==> src/include/mie_pkg.sv <==
/*
 * Package for the instruction execution subset: operation codes, flag
 * layout, reset values and timing counts.
 * Assumes a single 50 MHz clock and a decoder that presents one operation
 * at a time together with its operands.
 */
package mie_pkg;

    // ****************************************
    // Operation codes
    // ****************************************
    typedef enum logic [4:0] {
        MIE_NOP        = 5'h00,
        MIE_ADC_ACC    = 5'h01,
        MIE_ADC_MEM    = 5'h02,
        MIE_ADD_ACC    = 5'h03,
        MIE_ADD_IMM    = 5'h04,
        MIE_ADD_MEM    = 5'h05,
        MIE_AND_ACC    = 5'h06,
        MIE_AND_IMM    = 5'h07,
        MIE_AND_MEM    = 5'h08,
        MIE_CALL       = 5'h09,
        MIE_CLR_BYTE   = 5'h0a,
        MIE_CLR_BIT    = 5'h0b,
        MIE_WDT_CLR    = 5'h0c,
        MIE_WDT_PRE1   = 5'h0d,
        MIE_WDT_PRE2   = 5'h0e,
        MIE_CPL_MEM    = 5'h0f,
        MIE_CPL_ACC    = 5'h10,
        MIE_DAA        = 5'h11,
        MIE_DEC_MEM    = 5'h12,
        MIE_DEC_ACC    = 5'h13,
        MIE_HALT       = 5'h14,
        MIE_INC_MEM    = 5'h15,
        MIE_INC_ACC    = 5'h16,
        MIE_JMP        = 5'h17
    } mie_op_t;

    // ****************************************
    // Sequencer states
    // ****************************************
    typedef enum logic [2:0] {
        MIE_ST_IDLE  = 3'b001,
        MIE_ST_EXEC  = 3'b010,
        MIE_ST_SLEEP = 3'b100
    } mie_state_t;

    // Request from the decoder
    typedef struct packed {
        mie_op_t     op;
        logic [7:0]  mem;
        logic [7:0]  imm;
        logic [2:0]  bit_sel;
        logic [10:0] target;
        logic        pcl_dest;
    } mie_req_t;

    // Status flags
    typedef struct packed {
        logic ovf;
        logic zero;
        logic half;
        logic carry;
    } mie_flags_t;

    localparam int         MIE_PC_W      = 11;
    localparam logic [7:0] MIE_BYTE_ZERO = 8'h00;
    localparam logic [7:0] MIE_BYTE_ONE  = 8'h01;
    localparam logic [3:0] MIE_BCD_MAX   = 4'h9;
    localparam logic [3:0] MIE_BCD_FIX   = 4'h6;
    localparam logic [MIE_PC_W-1:0] MIE_PC_RST = 11'h000;
    localparam logic [MIE_PC_W-1:0] MIE_PC_ONE = 11'h001;
    localparam int         MIE_WDT_W     = 8;
    localparam int         MIE_PRE_W     = 8;
    // Instruction cycle in system clocks, and the extra one on a PROGRAM_COUNTER_LOW_BYTE write
    localparam int         MIE_CLK_PER_NS   = 20;
    localparam int         MIE_ICYC_NS      = 80;
    localparam int         MIE_ICYC_CLKS    = MIE_ICYC_NS / MIE_CLK_PER_NS;
    localparam logic [3:0] MIE_ICYC_CNT     = 4'(MIE_ICYC_CLKS);
    localparam logic [3:0] MIE_ICYC_CNT2    = 4'(2 * MIE_ICYC_CLKS);

endpackage

==> src/design/mie_core.sv <==
/*
 * Execution unit for a subset of an 8-bit microcontroller instruction set.
 * Takes one decoded operation with its memory operand, computes results
 * and flags, writes back, and paces each instruction in system clocks.
 * Assumes the decoder waits for ready_out before issuing the next request
 * and that memory/stack writes are performed by the caller on the strobes.
 */
`timescale 1ns/100ps
module mie_core (
    input  wire logic             mclk_in,
    input  wire logic             reset_in,
    input  wire logic             req_valid_in,
    input  wire mie_pkg::mie_req_t req_in,
    input  wire logic             wdt_tick_in,
    input  wire logic             wake_in,
    output logic                  ready_out,
    output logic [7:0]            acc_out,
    output mie_pkg::mie_flags_t   flags_out,
    output logic                  mem_we_out,
    output logic [7:0]            mem_wdata_out,
    output logic                  push_out,
    output logic [10:0]           push_data_out,
    output logic [10:0]           pc_out,
    output logic                  sleep_flag_out,
    output logic                  expired_flag_out,
    output logic [7:0]            wdt_count_out,
    output logic                  clk_gate_out
);

    // ****************************************
    // Registers
    // ****************************************
    mie_pkg::mie_state_t state_r, state_nxt;
    logic [3:0]          cnt_r, cnt_nxt;
    logic [7:0]          acc_r, acc_nxt;
    mie_pkg::mie_flags_t flg_r, flg_nxt;
    logic                we_r, we_nxt;
    logic [7:0]          wd_r, wd_nxt;
    logic                push_r, push_nxt;
    logic [10:0]         pdat_r, pdat_nxt;
    logic [10:0]         pc_r, pc_nxt;
    logic                pdf_r, pdf_nxt;
    logic                to_r, to_nxt;
    logic [7:0]          wdt_r, wdt_nxt;
    logic [7:0]          pre_r, pre_nxt;
    logic                pre1_r, pre1_nxt;
    logic                pre2_r, pre2_nxt;
    logic                gate_r, gate_nxt;

    // ****************************************
    // Datapath
    // ****************************************
    logic [8:0] sum9;
    logic [4:0] lo5;
    logic       ovf;
    logic [7:0] addend;
    logic       cin;
    logic [7:0] res;
    logic [4:0] daa_lo;
    logic [4:0] daa_hi;
    logic       ac1;
    logic       daa_c;
    logic [7:0] bit_mask;

    always_comb begin
        addend = (req_in.op == mie_pkg::MIE_ADD_IMM ||
                  req_in.op == mie_pkg::MIE_AND_IMM) ? req_in.imm
                                                     : req_in.mem;
        cin = ((req_in.op == mie_pkg::MIE_ADC_ACC) ||
               (req_in.op == mie_pkg::MIE_ADC_MEM)) ? flg_r.carry : 1'b0;
        sum9 = {1'b0, acc_r} + {1'b0, addend} + {8'h00, cin};
        lo5  = {1'b0, acc_r[3:0]} + {1'b0, addend[3:0]} + {4'h0, cin};
        ovf  = (acc_r[7] == addend[7]) && (sum9[7] != acc_r[7]);
        bit_mask = ~(mie_pkg::MIE_BYTE_ONE << req_in.bit_sel);
        // Decimal adjust of the working register
        if ((acc_r[3:0] > mie_pkg::MIE_BCD_MAX) || flg_r.half) begin
            daa_lo = {1'b0, acc_r[3:0]} + {1'b0, mie_pkg::MIE_BCD_FIX};
            ac1    = daa_lo[4];
        end else begin
            daa_lo = {1'b0, acc_r[3:0]};
            ac1    = 1'b0;
        end
        daa_hi = {1'b0, acc_r[7:4]} + {4'h0, ac1};
        if ((daa_hi > {1'b0, mie_pkg::MIE_BCD_MAX}) || flg_r.carry) begin
            daa_hi = daa_hi + {1'b0, mie_pkg::MIE_BCD_FIX};
            daa_c  = 1'b1;
        end else begin
            daa_c  = flg_r.carry;
        end
        case (req_in.op)
            mie_pkg::MIE_AND_ACC,
            mie_pkg::MIE_AND_IMM,
            mie_pkg::MIE_AND_MEM: res = acc_r & addend;
            mie_pkg::MIE_CLR_BYTE: res = mie_pkg::MIE_BYTE_ZERO;
            mie_pkg::MIE_CLR_BIT:  res = req_in.mem & bit_mask;
            mie_pkg::MIE_CPL_MEM,
            mie_pkg::MIE_CPL_ACC:  res = ~req_in.mem;
            mie_pkg::MIE_DEC_MEM,
            mie_pkg::MIE_DEC_ACC:  res = req_in.mem - mie_pkg::MIE_BYTE_ONE;
            mie_pkg::MIE_INC_MEM,
            mie_pkg::MIE_INC_ACC:  res = req_in.mem + mie_pkg::MIE_BYTE_ONE;
            mie_pkg::MIE_DAA:      res = {daa_hi[3:0], daa_lo[3:0]};
            default:               res = sum9[7:0];
        endcase
    end

    // ****************************************
    // Sequencer and state update
    // ****************************************
    always_comb begin
        state_nxt = state_r;
        cnt_nxt   = cnt_r;
        acc_nxt   = acc_r;
        flg_nxt   = flg_r;
        we_nxt    = 1'b0;
        wd_nxt    = wd_r;
        push_nxt  = 1'b0;
        pdat_nxt  = pdat_r;
        pc_nxt    = pc_r;
        pdf_nxt   = pdf_r;
        to_nxt    = to_r;
        wdt_nxt   = wdt_r;
        pre_nxt   = pre_r;
        pre1_nxt  = pre1_r;
        pre2_nxt  = pre2_r;
        gate_nxt  = gate_r;
        // Watchdog counts ticks except in sleep; timeout sets expired flag
        if (state_r != mie_pkg::MIE_ST_SLEEP && wdt_tick_in) begin
            {pre_nxt} = pre_r + 8'h01;
            if (pre_r == 8'hff) begin
                wdt_nxt = wdt_r + 8'h01;
                if (wdt_r == 8'hff) begin
                    to_nxt = 1'b1;
                end
            end
        end
        case (state_r)
            mie_pkg::MIE_ST_IDLE: begin
                if (req_valid_in) begin
                    state_nxt = mie_pkg::MIE_ST_EXEC;
                    // Two-cycle and PROGRAM_COUNTER_LOW_BYTE-writing instructions run longer
                    cnt_nxt = (req_in.pcl_dest ||
                               req_in.op == mie_pkg::MIE_CALL ||
                               req_in.op == mie_pkg::MIE_JMP)
                              ? mie_pkg::MIE_ICYC_CNT2 - 4'h1
                              : mie_pkg::MIE_ICYC_CNT - 4'h1;
                    pc_nxt = pc_r + mie_pkg::MIE_PC_ONE;
                    case (req_in.op)
                        mie_pkg::MIE_ADC_ACC, mie_pkg::MIE_ADD_ACC,
                        mie_pkg::MIE_ADD_IMM: begin
                            acc_nxt = res;
                            flg_nxt = '{ovf, res == 8'h00, lo5[4], sum9[8]};
                        end
                        mie_pkg::MIE_ADC_MEM, mie_pkg::MIE_ADD_MEM: begin
                            we_nxt  = 1'b1;
                            wd_nxt  = res;
                            flg_nxt = '{ovf, res == 8'h00, lo5[4], sum9[8]};
                        end
                        mie_pkg::MIE_AND_ACC, mie_pkg::MIE_AND_IMM,
                        mie_pkg::MIE_CPL_ACC, mie_pkg::MIE_DEC_ACC,
                        mie_pkg::MIE_INC_ACC: begin
                            acc_nxt      = res;
                            flg_nxt.zero = (res == 8'h00);
                        end
                        mie_pkg::MIE_AND_MEM, mie_pkg::MIE_CPL_MEM,
                        mie_pkg::MIE_DEC_MEM, mie_pkg::MIE_INC_MEM: begin
                            we_nxt       = 1'b1;
                            wd_nxt       = res;
                            flg_nxt.zero = (res == 8'h00);
                        end
                        mie_pkg::MIE_CLR_BYTE, mie_pkg::MIE_CLR_BIT: begin
                            we_nxt = 1'b1;
                            wd_nxt = res;
                        end
                        mie_pkg::MIE_DAA: begin
                            we_nxt        = 1'b1;
                            wd_nxt        = res;
                            flg_nxt.carry = daa_c;
                        end
                        mie_pkg::MIE_CALL: begin
                            push_nxt = 1'b1;
                            pdat_nxt = pc_r + mie_pkg::MIE_PC_ONE;
                            pc_nxt   = req_in.target;
                        end
                        mie_pkg::MIE_JMP: begin
                            pc_nxt = req_in.target;
                        end
                        mie_pkg::MIE_WDT_CLR: begin
                            wdt_nxt  = mie_pkg::MIE_BYTE_ZERO;
                            pre_nxt  = mie_pkg::MIE_BYTE_ZERO;
                            pdf_nxt  = 1'b0;
                            to_nxt   = 1'b0;
                        end
                        mie_pkg::MIE_WDT_PRE1, mie_pkg::MIE_WDT_PRE2: begin
                            // Clear only once both halves have run
                            if ((req_in.op == mie_pkg::MIE_WDT_PRE1 && pre2_r) ||
                                (req_in.op == mie_pkg::MIE_WDT_PRE2 && pre1_r)) begin
                                wdt_nxt  = mie_pkg::MIE_BYTE_ZERO;
                                pre_nxt  = mie_pkg::MIE_BYTE_ZERO;
                                pdf_nxt  = 1'b0;
                                to_nxt   = 1'b0;
                                pre1_nxt = 1'b0;
                                pre2_nxt = 1'b0;
                            end else if (req_in.op == mie_pkg::MIE_WDT_PRE1) begin
                                pre1_nxt = 1'b1;
                            end else begin
                                pre2_nxt = 1'b1;
                            end
                        end
                        mie_pkg::MIE_HALT: begin
                            wdt_nxt  = mie_pkg::MIE_BYTE_ZERO;
                            pre_nxt  = mie_pkg::MIE_BYTE_ZERO;
                            pdf_nxt  = 1'b1;
                            to_nxt   = 1'b0;
                            gate_nxt = 1'b1;
                            state_nxt = mie_pkg::MIE_ST_SLEEP;
                        end
                        default: begin
                        end
                    endcase
                end
            end
            mie_pkg::MIE_ST_EXEC: begin
                if (cnt_r == 4'h1) begin
                    state_nxt = mie_pkg::MIE_ST_IDLE;
                end
                cnt_nxt = cnt_r - 4'h1;
            end
            mie_pkg::MIE_ST_SLEEP: begin
                // Gate stays shut; core state kept until wake
                if (wake_in) begin
                    gate_nxt  = 1'b0;
                    state_nxt = mie_pkg::MIE_ST_IDLE;
                end
            end
            default: state_nxt = mie_pkg::MIE_ST_IDLE;
        endcase
    end

    always_ff @(posedge mclk_in or posedge reset_in) begin
        if (reset_in) begin
            state_r <= mie_pkg::MIE_ST_IDLE;
            cnt_r   <= 4'h0;
            acc_r   <= 8'h00;
            flg_r   <= '0;
            we_r    <= 1'b0;
            wd_r    <= 8'h00;
            push_r  <= 1'b0;
            pdat_r  <= mie_pkg::MIE_PC_RST;
            pc_r    <= mie_pkg::MIE_PC_RST;
            pdf_r   <= 1'b0;
            to_r    <= 1'b0;
            wdt_r   <= 8'h00;
            pre_r   <= 8'h00;
            pre1_r  <= 1'b0;
            pre2_r  <= 1'b0;
            gate_r  <= 1'b0;
        end else begin
            state_r <= state_nxt;
            cnt_r   <= cnt_nxt;
            acc_r   <= acc_nxt;
            flg_r   <= flg_nxt;
            we_r    <= we_nxt;
            wd_r    <= wd_nxt;
            push_r  <= push_nxt;
            pdat_r  <= pdat_nxt;
            pc_r    <= pc_nxt;
            pdf_r   <= pdf_nxt;
            to_r    <= to_nxt;
            wdt_r   <= wdt_nxt;
            pre_r   <= pre_nxt;
            pre1_r  <= pre1_nxt;
            pre2_r  <= pre2_nxt;
            gate_r  <= gate_nxt;
        end
    end

    // Ready is a flop so the decoder sees a clean level
    logic rdy_r;
    always_ff @(posedge mclk_in or posedge reset_in) begin
        if (reset_in) begin
            rdy_r <= 1'b1;
        end else begin
            rdy_r <= (state_nxt == mie_pkg::MIE_ST_IDLE);
        end
    end

    assign ready_out        = rdy_r;
    assign acc_out          = acc_r;
    assign flags_out        = flg_r;
    assign mem_we_out       = we_r;
    assign mem_wdata_out    = wd_r;
    assign push_out         = push_r;
    assign push_data_out    = pdat_r;
    assign pc_out           = pc_r;
    assign sleep_flag_out   = pdf_r;
    assign expired_flag_out = to_r;
    assign wdt_count_out    = wdt_r;
    assign clk_gate_out     = gate_r;
endmodule

==> config.mk <==
export PLATFORM = sky130hd
export DESIGN_NAME = mie_core
export DESIGN_NICKNAME = d
export VERILOG_FILES = /design/src/include/mie_pkg.sv /design/src/design/mie_core.sv
export SDC_FILE = /design/constraint.sdc
export NUM_CORES = 1
export LEC_CHECK = 0
export BUFFER_PORTS_ARGS = -buffer_cell sky130_fd_sc_hd__buf_2
export CELL_PAD_IN_SITES_DETAIL_PLACEMENT = 0
export CELL_PAD_IN_SITES_GLOBAL_PLACEMENT = 1
export CORE_MARGIN = 5
export CORE_UTILIZATION = 42
export CTS_CLUSTER_DIAMETER = 150
export CTS_CLUSTER_SIZE = 30
export DETAILED_ROUTE_END_ITERATION = 12
export GPL_ROUTABILITY_DRIVEN = 0
export PLACE_DENSITY = 0.84
export SLEW_MARGIN = 20
export SYNTH_ARGS = -nofsm -noshare
export SYNTH_HDL_FRONTEND = slang
export SYNTH_SLANG_ARGS = --single-unit
==> constraint.sdc <==
create_clock -name mclk_in -period 4.5 [get_ports mclk_in]
set_clock_uncertainty 0.1 [all_clocks]
set_input_delay 0.225 -clock mclk_in [delete_from_list [all_inputs] [get_ports mclk_in]]
set_output_delay 0.225 -clock mclk_in [all_outputs]
set_load 0.005 [all_outputs]
==> results_dict.tcl <==
set metrics [dict create \
    period_minus_slack_ns 3.78 \
    synth_nets 646 \
    drtIter0Drc 355 \
    synth.avg_cell_area_um2 8.65 \
    cts_inserted_buffers 9 \
    drt-wirelength-per-cell_um 16.5 \
    crit_path_start_kind "input pin" \
    seq_area_frac_synth_pct 36.5 \
    viasPerCell 5.62 \
    core_area_um2 11600 \
    drc_errors 0 \
    rsz0062_at_grt "no" \
    nFillCells 1104 \
    dr.pass1.iters 5 \
    clock.fmax_ghz 0.265 \
    drv_cap 0 \
    dpl.cell_count 800 \
    syn_area_um2 5010 \
    grtUsageTotal_pct 19.0 \
    finalNetCount 736 \
    slew_viol_final 0 \
    setup_violations 0 \
    ctsRootBufferMaster "clkbuf_16" \
    cts_tree "done" \
    overflow 0 \
    layout-drive-gt1-share_pct 22.8 \
    path_class "input pin to flip-flop" \
    layout.cells.non_filler 817 \
    ys.flop_type "dfrtp_1" \
    die_area_um2 14200 \
    grt_antenna_before_repair 0 \
    hold_viol 0 \
    chipWidth_um 119 \
    cts_buffer_depth 2 \
    ys_seq_elements 73 \
    wl_um 13500 \
    critical_path.max_fanout 24 \
    grt_pass1_vias 4562 \
    ant_nets 0 \
    crit_required_ns 4.63 \
    leakagePower_nw 2.72 \
    multi_input_area_um2 2980 \
    cts_resized 0 \
    synth_cell_type_count 70 \
    relSlewSlack_pct 41.0 \
    syn_inst 579 \
    end_kind "flip-flop" \
    synth_edf_count 0 \
    fin_crit_sh_pct 83.9 \
    cts_sinks 73 \
    p_per_area_nw_per_um2 524 \
    die_h_um 119 \
    worst_pin_slew_ns 0.876 \
    post_cts_buffers 0 \
    seq_area_um2 1830 \
    rows 39 \
    crit_arrival_ns 3.91 \
    hold_buffers 1 \
    clock_latency_ns 0.33 \
    ir_drop_uv 276 \
    async_flop_share_pct 100 \
    h-tree-depth 3 \
    place_hpwl_um 10200 \
    grt_max_degree 39 \
    vias 4591 \
    grt_pass1_wl_um 22400 \
    hold_class "input pin to flip-flop" \
    port_buffers 96 \
    outcome "finished clean" \
    fin_tns_setup_ns 0 \
    io_pins 97 \
    post-route-util_pct 51.1 \
    clkTransAtPathRegs_ns 0.06 \
    antenna_cells 0 \
    start_util_pct 43.3 \
    syn2layout_area_growth_pct 17.9 \
    synth_warnings 0 \
]
==> stage by stage <==
stage / total power [mW] / area (um^2) / hold WS (ns) / worst slack, ns
after floorplan: 1.96 / 5010 / 0.233 / 0.598
after global placement: 2.39 / 5610 / 0.300 / 0.614
final: 3.09 / 5910 / 0.0225 / 0.725
after detailed placement: 2.45 / 5610 / 0.316 / 0.390
after CTS: 3.12 / 5900 / 0.0113 / 0.719
after global routing: 3.35 / 5910 / 0.0502 / 0.486
==> area by class of cell <==
class / instances / share of cell area [%]
clock buffers: 11 / 4.28
well taps: 143 / 3.03
flip-flops and latches: 73 / 31.0
inverters: 26 / 1.65
repair buffers: 104 / 9.19
multi-input cells: 455 / 50.4
clock inverters: 5 / 0.508
==> metal layers <==
layer  GRT usage, %  wire length (um)
met3           2.99               760
met1           25.8              6230
met4           6.52               195
met2           31.0              6330
met5              0                 0
==> critical path, cell delays in order <==
cell and delay [ns]:
buf_2 0.34, xor2_1 0.24, nand3b_1 0.16, mux2_2 0.37
fa_1 0.44, fa_1 0.43, a21o_1 0.19, a21oi_1 0.22
nand2b_1 0.08, a32oi_1 0.21, o311ai_0 0.24, or4_1 0.54
o31ai_1 0.22
==> logic make-up (layout without fill, tap and decap cells) <==
family	after synthesis	count (layout)	synth area share, %
AOI/OAI and AO/OA	170	170	21.3
xor gates and xnor gates	34	34	5.95
adders and majority gates	26	26	6.94
buffers and inverters	51	146	4.30
DFF	73	73	36.5
muxes	24	24	5.25
and+or+nand+nor	201	201	19.8
==> sequential cells by signal, indices dropped and copies added, names as in the netlist, 3 cells and up <==
| name | flops |
|---|---|
| flags_out | 4 |
| push_data_out | 11 |
| cnt_r | 4 |
| mem_wdata_out | 8 |
| acc_out | 8 |
| pre_r | 8 |
| wdt_count_out | 8 |
| pc_out | 11 |
| state_r | 3 |
==> path summary, 6_finish.rpt <==
path,startpoint,endpoint,slack [ns],depth (start not counted)
worst min register to register,cnt_r[3],cnt_r[3],0.40,1
min in group asynchronous,reset_in,mem_wdata_out[7],0.49,3
worst max register to register,acc_out[1],flags_out[2],0.92,10
worst min-delay path,wake_in,state_r[2],0.02,2
max in group asynchronous,reset_in,state_r[0],2.80,4
worst max-delay path,req_in[31],flags_out[2],0.72,13
==> Yosys cell counts, types with 3 or more instances <==
| cell type | n | area (um^2) |
|---|---|---|
| nand4_1 | 6 | 37.5 |
| dfrtp_1 | 71 | 1780 |
| a211oi_1 | 7 | 52.6 |
| nand2b_1 | 9 | 56.3 |
| nor3b_1 | 4 | 30.0 |
| o211ai_1 | 4 | 30.0 |
| a21o_1 | 5 | 37.5 |
| nor2b_1 | 6 | 37.5 |
| buf_2 | 3 | 15.0 |
| mux2i_1 | 6 | 60.1 |
| o311ai_0 | 3 | 26.3 |
| o21ai_0 | 49 | 245 |
| nand2_1 | 42 | 158 |
| a21oi_1 | 54 | 270 |
| mux2_2 | 18 | 203 |
| a32oi_1 | 4 | 35.0 |
| o22ai_1 | 5 | 31.3 |
| and3_1 | 12 | 75.1 |
| nand3_1 | 22 | 110 |
| a31oi_1 | 6 | 37.5 |
| nor2_1 | 61 | 229 |
| fa_1 | 3 | 60.1 |
| nand3b_1 | 6 | 45.0 |
| o31ai_1 | 6 | 45.0 |
| nor4_1 | 3 | 18.8 |
| xnor2_1 | 16 | 140 |
| inv_1 | 26 | 97.6 |
| nor3_1 | 15 | 75.1 |
| xor2_1 | 18 | 158 |
| ha_1 | 23 | 288 |
| clkbuf_1 | 18 | 67.6 |
==> placed cells by master, fill, tap and decap left out, types with 4 or more instances in the layout <==
| cell type | count |
|---|---|
| a211oi_1 | 7 |
| a21o_1 | 5 |
| a21oi_1 | 54 |
| a31oi_1 | 6 |
| a32oi_1 | 4 |
| and3_1 | 12 |
| buf_2 | 96 |
| buf_4 | 7 |
| clkbuf_16 | 9 |
| dfrtp_1 | 71 |
| ha_1 | 23 |
| inv_1 | 25 |
| mux2_2 | 18 |
| mux2i_1 | 6 |
| nand2_1 | 42 |
| nand2b_1 | 9 |
| nand3_1 | 22 |
| nand3b_1 | 6 |
| nand4_1 | 6 |
| nor2_1 | 61 |
| nor2b_1 | 6 |
| nor3_1 | 15 |
| o211ai_1 | 4 |
| o21ai_0 | 49 |
| o22ai_1 | 5 |
| o31ai_1 | 6 |
| xnor2_1 | 16 |
| xor2_1 | 18 |
==> where the power goes <==
group / internal, mW / switching [mW]
clock network: 0.399 / 0.256
logic: 0.584 / 0.673
registers: 0.897 / 0.284
total: 1.88 / 1.21
Power figures use the tool's default switching activity.
